$ cat src/pkg/flash_ctl_pkg.sv
package flash_ctl_pkg;
   // Command addresses and data
   localparam logic [19:0] unlock_addr_a = 20'h00555;
   localparam logic [19:0] unlock_addr_b = 20'h002AA;
   localparam logic [7:0] unlock_data_a = 8'hAA;
   localparam logic [7:0] unlock_data_b = 8'h55;
   localparam logic [7:0] cmd_erase_setup = 8'h80;
   localparam logic [7:0] cmd_chip_erase = 8'h10;
   localparam logic [7:0] cmd_sector_erase = 8'h30;
   localparam logic [7:0] cmd_suspend = 8'hB0;
   localparam logic [7:0] cmd_resume = 8'h30;
   localparam logic [7:0] cmd_reset = 8'hF0;
   localparam logic [7:0] cmd_ident = 8'h90;
   // Status bit positions
   localparam int poll_status_bit = 7;
   localparam int toggle_status_bit = 6;
   localparam int timeout_fail_bit = 5;
   localparam int erase_window_bit = 3;
   // Timing at 100 MHz
   localparam int clk_period_ns = 10;
   localparam int sector_window_us = 50;
   localparam int suspend_max_us = 20;
   localparam int strobe_ns = 50;
   localparam int strobe_cyc = (strobe_ns + clk_period_ns - 1) / clk_period_ns;
   // Next sector load must start well inside the window (longest time: round down)
   localparam int sector_window_cyc = (sector_window_us * 1000) / clk_period_ns;
   localparam int suspend_wait_cyc = (suspend_max_us * 1000) / clk_period_ns;
   // User commands
   typedef enum logic [2:0] {
      op_chip_erase, op_sector_erase, op_add_sector, op_suspend,
      op_resume, op_reset, op_ident, op_read
   } op_t;
   // One bus cycle for the access engine
   typedef struct packed {
      logic wr;
      logic [19:0] addr;
      logic [7:0] data;
   } bus_req_t;
endpackage

$ cat src/verilog/flash_bus_cycle.sv
`timescale 1ns/1ns
module flash_bus_cycle
   import flash_ctl_pkg::*;
(
   // Clock and reset
   input wire logic core_clk,
   input wire logic rst_b,
   // Request side
   input wire bus_req_t req,
   input wire logic req_valid,
   output logic busy,
   output logic done,
   output logic [7:0] rd_data,
   // Flash pins
   output logic ce_b,
   output logic we_b,
   output logic oe_b,
   output logic [19:0] addr,
   output logic [7:0] dq_out,
   output logic dq_oe,
   input wire logic [7:0] dq_in
);
   typedef enum logic [1:0] {idle, strobe, recover} phase_t;
   phase_t phase, next_phase;
   logic [3:0] cnt, next_cnt;
   logic ce_b_n, we_b_n, oe_b_n, dq_oe_n, done_n, wr_q, next_wr_q;
   logic [19:0] addr_n;
   logic [7:0] dq_out_n, rd_data_n, dq_s1, dq_s2;

   // Two-flop sync of data pins
   always_ff @(posedge core_clk or negedge rst_b) begin
      if (!rst_b) begin
         dq_s1 <= 8'h00;
         dq_s2 <= 8'h00;
      end else begin
         dq_s1 <= dq_in;
         dq_s2 <= dq_s1;
      end
   end

   // Strobe sequencing; we_b and ce_b rise together
   always_comb begin
      next_phase = phase;
      next_cnt = cnt;
      ce_b_n = ce_b;
      we_b_n = we_b;
      oe_b_n = oe_b;
      dq_oe_n = dq_oe;
      addr_n = addr;
      dq_out_n = dq_out;
      rd_data_n = rd_data;
      next_wr_q = wr_q;
      done_n = 1'b0;
      case (phase)
         idle: begin
            if (req_valid) begin
               next_phase = strobe;
               next_cnt = 4'(strobe_cyc);
               addr_n = req.addr;
               dq_out_n = req.data;
               next_wr_q = req.wr;
               ce_b_n = 1'b0;
               we_b_n = !req.wr;
               oe_b_n = req.wr;
               dq_oe_n = req.wr;
            end
         end
         strobe: begin
            if (cnt == 4'h0) begin
               ce_b_n = 1'b1;
               we_b_n = 1'b1;
               oe_b_n = 1'b1;
               if (!wr_q) begin
                  rd_data_n = dq_s2;
               end
               next_phase = recover;
               next_cnt = 4'(strobe_cyc);
            end else begin
               next_cnt = cnt - 4'h1;
            end
         end
         recover: begin
            dq_oe_n = 1'b0;
            if (cnt == 4'h0) begin
               next_phase = idle;
               done_n = 1'b1;
            end else begin
               next_cnt = cnt - 4'h1;
            end
         end
         default: next_phase = idle;
      endcase
   end

   always_ff @(posedge core_clk or negedge rst_b) begin
      if (!rst_b) begin
         phase <= idle;
         cnt <= 4'h0;
         ce_b <= 1'b1;
         we_b <= 1'b1;
         oe_b <= 1'b1;
         dq_oe <= 1'b0;
         addr <= 20'h00000;
         dq_out <= 8'h00;
         rd_data <= 8'h00;
         wr_q <= 1'b0;
         done <= 1'b0;
      end else begin
         phase <= next_phase;
         cnt <= next_cnt;
         ce_b <= ce_b_n;
         we_b <= we_b_n;
         oe_b <= oe_b_n;
         dq_oe <= dq_oe_n;
         addr <= addr_n;
         dq_out <= dq_out_n;
         rd_data <= rd_data_n;
         wr_q <= next_wr_q;
         done <= done_n;
      end
   end

   assign busy = (phase != idle);
endmodule

$ cat src/verilog/flash_erase_host.sv
`timescale 1ns/1ns
// Functional notes
// Erase: two unlocks, 80H, two unlocks, 10H/30H
// Device preprograms whole chip before erase
// Done shows poll bit one, read mode
// Failure sets timeout fail bit
// Erase starts at last strobe rise
// Toggle bit stable twice means complete
// Array read after power-up and completion
// Suspended sectors read status, others data
// Reset exits identification or failure
// Reset aborts erase sequence before start
// Reset aborts program sequence before start
// Identification mode held until reset
// Sector erase preprograms selected sectors only
// Sector address on fall, data rise
// Next sector cycle within 50us window
// Other command in window reads array
// Suspend honoured only during sector erase; code sets suspended on every suspend command, and sends it only from idle
// Suspend takes effect within 20us
// Suspended device returns to read mode
// Suspend program polled like normal program
// Resume only after accepted suspend; code writes resume even when not suspended, and polls only if suspended
// Bad sequence returns device to read
// Ident reads: maker then device code
// Ready/busy low while algorithm runs
module flash_erase_host
   import flash_ctl_pkg::*;
(
   // Clock and reset
   input wire logic core_clk,
   input wire logic rst_b,
   // User command port
   input wire logic cmd_valid,
   input wire op_t cmd_op,
   input wire logic [19:0] cmd_addr,
   output logic cmd_ready,
   output logic op_done,
   output logic op_fail,
   output logic [7:0] op_data,
   output logic suspended,
   // Flash pins
   output logic ce_b,
   output logic we_b,
   output logic oe_b,
   output logic [19:0] addr,
   output logic [7:0] dq_out,
   output logic dq_oe,
   input wire logic [7:0] dq_in,
   input wire logic ready_busy_in
);
   typedef enum logic [2:0] {
      st_idle, st_issue, st_poll, st_poll_cmp, st_wait, st_finish
   } state_t;
   state_t state, next_state;
   bus_req_t seq [6];
   bus_req_t req;
   logic req_valid, cyc_busy, cyc_done;
   logic [7:0] rd_data;
   logic [2:0] idx, next_idx, len, next_len;
   logic [15:0] wcnt, next_wcnt;
   logic [7:0] first_rd, next_first_rd;
   logic poll_en, next_poll_en, first_ok, next_first_ok, next_done, fail_r, next_fail;
   logic susp, next_susp;
   logic [7:0] data_r, next_data;
   logic [19:0] sel_addr, next_sel_addr;
   logic rb_s1, rb_s2;

   flash_bus_cycle u_cycle (
      .core_clk(core_clk),
      .rst_b(rst_b),
      .req(req),
      .req_valid(req_valid),
      .busy(cyc_busy),
      .done(cyc_done),
      .rd_data(rd_data),
      .ce_b(ce_b),
      .we_b(we_b),
      .oe_b(oe_b),
      .addr(addr),
      .dq_out(dq_out),
      .dq_oe(dq_oe),
      .dq_in(dq_in)
   );

   // Sync ready/busy pin
   always_ff @(posedge core_clk or negedge rst_b) begin
      if (!rst_b) begin
         rb_s1 <= 1'b1;
         rb_s2 <= 1'b1;
      end else begin
         rb_s1 <= ready_busy_in;
         rb_s2 <= rb_s1;
      end
   end

   // Build the write sequence for the current operation
   always_comb begin
      for (int i = 0; i < 6; i++) begin
         seq[i] = '{wr: 1'b1, addr: unlock_addr_a, data: unlock_data_a};
      end
      seq[1] = '{wr: 1'b1, addr: unlock_addr_b, data: unlock_data_b};
      seq[2] = '{wr: 1'b1, addr: unlock_addr_a, data: cmd_erase_setup};
      seq[4] = '{wr: 1'b1, addr: unlock_addr_b, data: unlock_data_b};
      seq[5] = '{wr: 1'b1, addr: sel_addr, data: data_r};
      if (len == 3'd1) begin
         seq[0] = '{wr: !poll_en && data_r == 8'h00 ? 1'b0 : 1'b1,
                    addr: sel_addr, data: data_r};
      end else if (len == 3'd3) begin
         seq[2] = '{wr: 1'b1, addr: unlock_addr_a, data: cmd_ident};
      end
   end

   assign req = (len == 3'd1) ? seq[0] : (len == 3'd3 ? seq[idx] : seq[idx]);

   // Command sequencer
   always_comb begin
      next_state = state;
      next_idx = idx;
      next_len = len;
      next_wcnt = wcnt;
      next_first_rd = first_rd;
      next_first_ok = first_ok;
      next_poll_en = poll_en;
      next_done = 1'b0;
      next_fail = fail_r;
      next_susp = susp;
      next_data = data_r;
      next_sel_addr = sel_addr;
      req_valid = 1'b0;
      case (state)
         st_idle: begin
            if (wcnt != 16'h0000) begin
               next_wcnt = wcnt - 16'h0001; // Sector window timer
            end
            if (cmd_valid) begin
               next_idx = 3'd0;
               next_poll_en = 1'b0;
               next_sel_addr = cmd_addr;
               next_state = st_issue;
               case (cmd_op)
                  op_chip_erase: begin
                     next_len = 3'd6;
                     next_data = cmd_chip_erase;
                     next_poll_en = 1'b1;
                  end
                  op_sector_erase: begin
                     next_len = 3'd6;
                     next_data = cmd_sector_erase;
                     next_poll_en = 1'b1;
                  end
                  op_add_sector: begin
                     // Extra sector only inside the load window
                     next_len = 3'd1;
                     next_data = cmd_sector_erase;
                     next_poll_en = (wcnt == 16'h0000);
                     if (wcnt == 16'h0000) begin
                        next_state = st_finish; // window closed
                        next_fail = 1'b1;
                     end
                  end
                  op_suspend: begin
                     next_len = 3'd1;
                     next_data = cmd_suspend;
                     next_susp = 1'b1;
                  end
                  op_resume: begin
                     next_len = 3'd1;
                     next_data = cmd_resume;
                     next_poll_en = susp;
                     next_susp = 1'b0;
                  end
                  op_reset: begin
                     next_len = 3'd1;
                     next_data = cmd_reset;
                     next_fail = 1'b0;
                  end
                  op_ident: begin
                     next_len = 3'd3;
                     next_data = cmd_ident;
                  end
                  default: begin
                     next_len = 3'd1;
                     next_data = 8'h00; // Plain array or status read
                  end
               endcase
            end
         end
         st_issue: begin
            req_valid = !cyc_busy && !cyc_done;
            if (cyc_done) begin
               if (idx + 3'd1 >= len) begin
                  next_wcnt = 16'(sector_window_cyc);
                  if (poll_en) begin
                     next_state = st_poll;
                     next_wcnt = (data_r == cmd_sector_erase) ? 16'(sector_window_cyc)
                                 : 16'h0000;
                  end else if (data_r == cmd_suspend) begin
                     next_state = st_wait;
                     next_wcnt = 16'(suspend_wait_cyc);
                  end else begin
                     next_data = rd_data;
                     next_state = st_finish;
                  end
               end else begin
                  next_idx = idx + 3'd1;
               end
            end
         end
         st_poll: begin
            // Toggle polling: two reads
            next_len = 3'd1;
            next_idx = 3'd0;
            next_poll_en = 1'b0;
            next_data = 8'h00;
            next_first_ok = 1'b0; // Stale read data is no reference
            next_state = st_poll_cmp;
         end
         st_poll_cmp: begin
            req_valid = !cyc_busy && !cyc_done;
            if (cyc_done) begin
               next_first_rd = rd_data;
               next_first_ok = 1'b1;
               if (!first_ok) begin
                  next_state = st_poll_cmp; // First read only sets the reference
               end else if (rd_data[toggle_status_bit] == first_rd[toggle_status_bit]) begin
                  next_data = rd_data;
                  next_state = st_finish;
               end else if (rd_data[timeout_fail_bit] && first_rd[timeout_fail_bit]) begin
                  // Fail bit on two toggling reads; one alone may be the last status
                  next_fail = 1'b1; // reset needed afterwards
                  next_data = rd_data;
                  next_state = st_finish;
               end
            end
         end
         st_wait: begin
            // Give the device its suspend latency
            if (wcnt == 16'h0000) begin
               next_state = st_finish;
            end else begin
               next_wcnt = wcnt - 16'h0001;
            end
         end
         st_finish: begin
            next_done = 1'b1;
            next_wcnt = (data_r == cmd_sector_erase) ? wcnt : 16'h0000;
            next_state = st_idle;
         end
         default: next_state = st_idle;
      endcase
   end

   always_ff @(posedge core_clk or negedge rst_b) begin
      if (!rst_b) begin
         state <= st_idle;
         idx <= 3'd0;
         len <= 3'd1;
         wcnt <= 16'h0000;
         first_rd <= 8'h00;
         poll_en <= 1'b0;
         first_ok <= 1'b0;
         fail_r <= 1'b0;
         susp <= 1'b0;
         data_r <= 8'h00;
         sel_addr <= 20'h00000;
      end else begin
         state <= next_state;
         idx <= next_idx;
         len <= next_len;
         wcnt <= next_wcnt;
         first_rd <= next_first_rd;
         poll_en <= next_poll_en;
         first_ok <= next_first_ok;
         fail_r <= next_fail;
         susp <= next_susp;
         data_r <= next_data;
         sel_addr <= next_sel_addr;
      end
   end

   // Registered user outputs; busy pin holds off new commands
   always_ff @(posedge core_clk or negedge rst_b) begin
      if (!rst_b) begin
         cmd_ready <= 1'b0;
         op_done <= 1'b0;
         op_fail <= 1'b0;
         op_data <= 8'h00;
         suspended <= 1'b0;
      end else begin
         cmd_ready <= (next_state == st_idle) && !cmd_valid && rb_s2;
         op_done <= next_done;
         op_fail <= next_fail;
         op_data <= next_data;
         suspended <= next_susp;
      end
   end
endmodule
$ cat config.mk
export PLATFORM = sky130hd
export DESIGN_NAME = flash_erase_host
export DESIGN_NICKNAME = d
export VERILOG_FILES = /design/src/pkg/flash_ctl_pkg.sv /design/src/verilog/flash_bus_cycle.sv /design/src/verilog/flash_erase_host.sv
export SDC_FILE = /design/constraint.sdc
export NUM_CORES = 1
export LEC_CHECK = 0
export BUFFER_PORTS_ARGS = -buffer_cell sky130_fd_sc_hd__buf_4
export CAP_MARGIN = 10
export CORE_ASPECT_RATIO = 2
export CORE_MARGIN = 2
export CORE_UTILIZATION = 53
export DETAILED_ROUTE_END_ITERATION = 10
export GPL_TIMING_DRIVEN = 0
export PLACE_DENSITY = 0.72
export SLEW_MARGIN = 20
export SYNTH_ARGS = -nofsm -noshare
export SYNTH_HDL_FRONTEND = slang
export SYNTH_SLANG_ARGS = --single-unit
$ cat constraint.sdc
create_clock -name core_clk -period 5 [get_ports core_clk]
set_input_delay 1.5 -clock core_clk [delete_from_list [all_inputs] [get_ports core_clk]]
set_output_delay 1.5 -clock core_clk [all_outputs]
set_load 0.01 [all_outputs]
---- Word level (Yosys, flattened, before mapping) ----
Cells that the tools add are included.
storage, ports and cells
  register bits after elaboration ......... 132
  input bits .............................. 35
  output and inout bits ................... 44
  word-level logic and storage cells ...... 202
operators by class
  $add $sub $neg .......................... 3
  magnitude comparators ................... 2
  equal/unequal tests ..................... 38
  mux-type cells .......................... 82
  bitwise operators ....................... 2
  reductions and logical operators ........ 47
operators with widths
  cell                                                 number
  2-to-1 mux 29 bit                                    4
  binary-select mux 29 bit (select 3 bit)              1
  2-to-1 mux 16 bit                                    5
  2-to-1 mux 8 bit                                     9
  one-hot mux 16 bit (4 select lines)                  1
  2-to-1 mux 3 bit                                     15
  one-hot mux 8 bit (5 select lines)                   1
  2-to-1 mux 13 bit                                    3
  one-hot mux 8 bit (4 select lines)                   1
  inequality test 2 bit (second input constant)        13
  2-to-1 mux 1 bit                                     18
  one-hot mux 1 bit (2 select lines)                   9
  logical NOT 16 bit                                   1
  nonzero test 16 bit                                  1
  subtractor 16 x 1 -> 16 bit (second input constant)  1
  == test 3 x 2 -> 1 bit (second input constant)       5
  == test 3 bit (second input constant)                5
  one-hot mux 3 bit (5 select lines)                   1
  AND reduction 3 bit                                  5
  nonzero test 2 bit                                   7
  2-to-1 mux 4 bit                                     3
  one-hot mux 3 bit (2 select lines)                   2
  one-hot mux 4 bit (3 select lines)                   1
  AND reduction 2 bit                                  6
  other kinds (34)                                     56

---- Depth between registers and ports, before layout ----
  depth in word-level cells ............... 11
  gate-level depth with buffers ........... 10
  gate-level depth less buffers ........... 8

---- Cells and area by module ----
Synthesis repeated with hierarchy kept, for this count alone.
unflattened totals
  cell total of the unflattened synthesis .. 573
  area, all modules ....................... 6037.0 um^2
by module, submodules not included
  module            times used  cells an instance  area an instance (um^2)  sequential area each (um^2)
  flash_erase_host  1           414                3632.2                   1580.3
  flash_bus_cycle   1           159                2404.8                   1605.3

---- Worst setup path after synthesis ----
Ideal clock, no wire load.
  path type ............................... input -> register
  start point ............................. in cmd_op[0]
  end point ............................... reg op_data[5]
  library setup time ...................... 0.125 ns
  arrival ................................. 2.513 ns
  required time ........................... 4.875 ns
  path slack .............................. 2.362 ns
  cell stages on the path ................. 4
  buffers on the path ..................... 1
  path through ............................ clkbuf_1 -> or3_1 -> a32o_1 -> mux2_2
between the ends
  longest elaborated chain between the ends .. 5
  elaborated cells on any way between the ends .. 11
  those cells by class .................... eq/ne: 6; mux: 3; reduce/logical: 2
ends and longest elaborated chain
  item                                            line                     RTL
  start: declaration                              flash_erase_host.sv:35   input wire op_t cmd_op,
  == test 3 x 2 -> 1 bit (tied with other cells)  flash_erase_host.sv:141  case (cmd_op)
  OR reduction 3 bit (no source line)             n/a
  one-hot mux 8 bit (5 select lines) *            flash_erase_host.sv:141
  2-to-1 mux 8 bit *                              flash_erase_host.sv:136  if (cmd_valid) begin
  one-hot mux 8 bit (4 select lines) *            flash_erase_host.sv:131  case (state)
  end signal: assignment                          flash_erase_host.sv:294  op_data <= next_data;
  end: declaration                                flash_erase_host.sv:40   output logic [7:0] op_data,
Every way passes the cells marked *; elsewhere a longest branch is shown, timed or not. The select of a mux whose other input is x is not followed.
A chain may end at the register's enable or synchronous reset.

---- Worst setup path after layout ----
  start point ............................. reg idx[0]
  end point ............................... reg wcnt[0]
between the ends
  longest elaborated chain between the ends .. 4
ends and longest elaborated chain
  item                                    line                     RTL
  start: declaration                      flash_erase_host.sv:60   logic [2:0] idx, next_idx, len, next_len;
  start signal: assignment                flash_erase_host.sv:269  idx <= next_idx;
  adder 3 x 1 -> 3 bit                    flash_erase_host.sv:192  if (idx + 3'd1 >= len) begin
  greater-or-equal comparator 3 bit       flash_erase_host.sv:192
  inequality test 2 bit (no source line)  n/a
  AND reduction 6 bit (no source line)    n/a
  end signal: assignment                  flash_erase_host.sv:271  wcnt <= next_wcnt;
  end: declaration                        flash_erase_host.sv:61   logic [15:0] wcnt, next_wcnt;
Every way passes these cells.

==> results.sh <==
export IMPL_status="finished clean"
export IMPL_core_area_um2=10800
export IMPL_initial_utilization_pct=54.2
export IMPL_route_detailed_drc=0
export IMPL_crit_buf_inv=2
export IMPL_worst_slack_ns=1.99
export IMPL_synthCells=594
export IMPL_nets=737
export IMPL_holdBufCountCts=0
export IMPL_crit_fanout=10
export IMPL_grt_max_degree=71
export IMPL_holdPathStages=0
export IMPL_pin_count=79
export IMPL_tightest_slew_ns=0.705
export IMPL_antenna_found_initial=0
export IMPL_syn_num_nets=640
export IMPL_crit_type="flop to flop"
export IMPL_numPortBuffers=77
export IMPL_fmax_mhz=332
export IMPL_period_minus_slack_ns=3.01
export IMPL_root_buffer="clkbuf_16"
export IMPL_htree_levels=4
export IMPL_setup_viol_count_final=0
export IMPL_drive_gt1_share_pct=22.0
export IMPL_reg2regPathDepth=10
export IMPL_vias_per_cell=5.88
export IMPL_rsz0062_at_grt="false"
export IMPL_wl_um=15300
export IMPL_synth_distinct_cells=63
export IMPL_cp_slowest_cell="o211ai_1"
export IMPL_clk_latency_ns=0.42
export IMPL_syn_avg_cell_area_um2=9.86
export IMPL_gp_congestion=0.887
export IMPL_overflow=0
export IMPL_maxCapViolCount=0
export IMPL_synthFlopType="dfrtp_1"
export IMPL_row_count=54
export IMPL_crit_required_ns=5.31
export IMPL_die_area_um2=12000
export IMPL_hpwl_um=10900
export IMPL_worst_clock_skew_ns=0.00919
export IMPL_pre_cts_slack_ns=2.07
export IMPL_cts_made_buffers=17
export IMPL_cts_tree="built"
export IMPL_clkTransAtPathRegs_ns=0.06
export IMPL_cts_setup_buffers=0
export IMPL_cpLargestDelayFamily="compound AO/OA/AOI/OAI gates"
export IMPL_die_w_um=78.3
export IMPL_grt_use_total_pct=27.0
export IMPL_worst_path_stages=10
export IMPL_ys_top_cells_by_count="dfrtp_1 (121), nand2_1 (106), nor2_1 (48)"
export IMPL_yosysMostFrequentCell="dfrtp_1"
export IMPL_die_h_um=153
export IMPL_yosysWarnings=0
export IMPL_arrival_ns=3.33
export IMPL_ant_nets=0
export IMPL_slew_headroom_pct=52.6
export IMPL_slew_violations=0
export IMPL_drtPass1Iterations=5
export IMPL_grt_pass1_vias=5195
export IMPL_antenna_cells=0
export IMPL_setup_tns_ns=0
export IMPL_vias=4959
export IMPL_drt_iter0_drc=315
export IMPL_synth_top_area_share_pct=51.7
export IMPL_hold_viol=0
export IMPL_crit_path_end_kind="flop"
export IMPL_wl_per_cell_um=18.2
export IMPL_syn_to_final_growth_pct=24.0
export IMPL_clockBufferDepth=2
export IMPL_min_path_type="flop to flop"
export IMPL_rrSetupSlack_ns=1.99
export IMPL_peakVddDrop_uv=518
export IMPL_syn_area_um2=5860
export IMPL_fin_crit_sh_pct=60.3
export IMPL_path_cells="ha_1, xor2_1, ha_1, a21oi_1, o21ai_2, o211ai_1, buf_6, buf_2, o21ai_0, o21ai_0"
export IMPL_synth_area_leader_cell="dfrtp_1"
export IMPL_crit_path_max_incr_delay_ns=0.55
export IMPL_cts_resized=0
export IMPL_ys_seq_area_share_pct=54.4
export IMPL_ys_top_cells_by_area="dfrtp_1 (52%), nand2_1 (6.8%), a21oi_1 (3.8%)"
export IMPL_ys_seq_elements=127
export IMPL_synthArstFlopShare_pct=100
export IMPL_power_leakage_nw=3.37
export IMPL_grt_pass1_wl_um=25100
export IMPL_start_kind="flop"
export IMPL_powerDensity_nw_per_um2=724
export IMPL_synth_edf_count=0
export IMPL_clock_sinks=127
-- worst paths after layout --
check                                 startpoint               end
worst max-delay path                      idx[0]           wcnt[0]
worst min-delay path            u_cycle.dq_s1[0]  u_cycle.dq_s2[0]
worst max register to register            idx[0]           wcnt[0]
worst min register to register  u_cycle.dq_s1[0]  u_cycle.dq_s2[0]
max in group asynchronous                  rst_b      u_cycle.we_b
min in group asynchronous                  rst_b           wcnt[7]
-- metal layers --
metal	track usage (%)	vias to the layer above	part of all wire [%]
met2	49.6	193	56
met3	6.52	63	4.9
met5	0	-	0
met4	14.5	0	4.5
li1	-	2289	-
met1	27.2	2414	35
-- sequential cells by signal, indices dropped and copies added, names as in the netlist, 2 cells and up --
| register | cells |
|---|---|
| sel_addr | 20 |
| state | 3 |
| u_cycle.phase | 2 |
| first_rd | 2 |
| u_cycle.dq_s1 | 8 |
| u_cycle.rd_data | 8 |
| u_cycle.cnt | 4 |
| op_data | 8 |
| len | 3 |
| u_cycle.dq_out | 8 |
| wcnt | 16 |
| u_cycle.dq_s2 | 8 |
| idx | 3 |
| u_cycle.addr | 20 |
-- area by class of cell --
class / instances / area (um2)
Multi-Input combinational cell: 422 / 2470
Buffer: 29 / 136
Timing Repair Buffer: 78 / 609
Clock inverter: 14 / 183
Clock buffer: 18 / 439
Sequential cell: 127 / 3190
Tap cell: 140 / 175
Inverter: 16 / 60.1
Fill cell: 854 / 3550
-- logic make-up (layout without fill, tap and decap cells) --
| kind of cell | count (synthesis) | count (layout) | share of synthesized area, % |
|---|---|---|---|
| buf+inv | 45 | 155 | 3.35 |
| xor+xnor | 3 | 3 | 0.449 |
| mux | 19 | 19 | 3.55 |
| simple gates | 244 | 244 | 20.3 |
| compound gates | 145 | 145 | 15.6 |
| fa+ha+maj | 11 | 11 | 2.35 |
| flops | 127 | 127 | 54.4 |
-- metrics by stage --
stage	hold slack [ns]	util, %	area, um2	cells	total power (W)
final	0.344	67.2	7260	844	0.00526
after global placement	0.332	61.1	6610	811	0.00385
after global routing	0.354	67.2	7260	844	0.00559
after CTS	0.348	67.2	7260	844	0.00525
after detailed placement	0.336	61.4	6640	812	0.00394
after floorplan	0.331	-	5860	594	0.00315
-- cell usage in the layout (no fill, tap or decap), types with 3 or more instances in the layout --
cell | Yosys | final
a21o_1 | 3 | 3
a21oi_1 | 44 | 44
a22o_1 | 14 | 14
a31oi_1 | 7 | 7
and2_1 | 6 | 6
buf_2 | 7 | 7
buf_4 | 1 | 77
buf_6 | 2 | 3
bufinv_16 | 0 | 3
clkbuf_1 | 19 | 19
clkbuf_16 | 0 | 17
clkinv_4 | 0 | 5
dfrtp_1 | 121 | 121
dfstp_2 | 6 | 6
ha_1 | 11 | 11
inv_1 | 16 | 16
mux2_2 | 14 | 14
mux2i_1 | 5 | 5
nand2_1 | 106 | 106
nand2b_1 | 5 | 5
nand3_1 | 10 | 10
nand4_1 | 4 | 4
nor2_1 | 48 | 48
nor2b_1 | 10 | 10
nor3_1 | 16 | 16
nor3b_1 | 3 | 3
nor4_1 | 6 | 6
o211ai_1 | 7 | 7
o21ai_0 | 38 | 38
o22ai_1 | 5 | 5
o31ai_1 | 6 | 6
or3_1 | 6 | 6
or4_1 | 6 | 6
-- power breakdown --
group          internal (W)  switching (W)
clock network      0.000806       0.000483
logic              0.000894        0.00132
registers           0.00143       0.000327
Power figures use the tool's default switching activity.
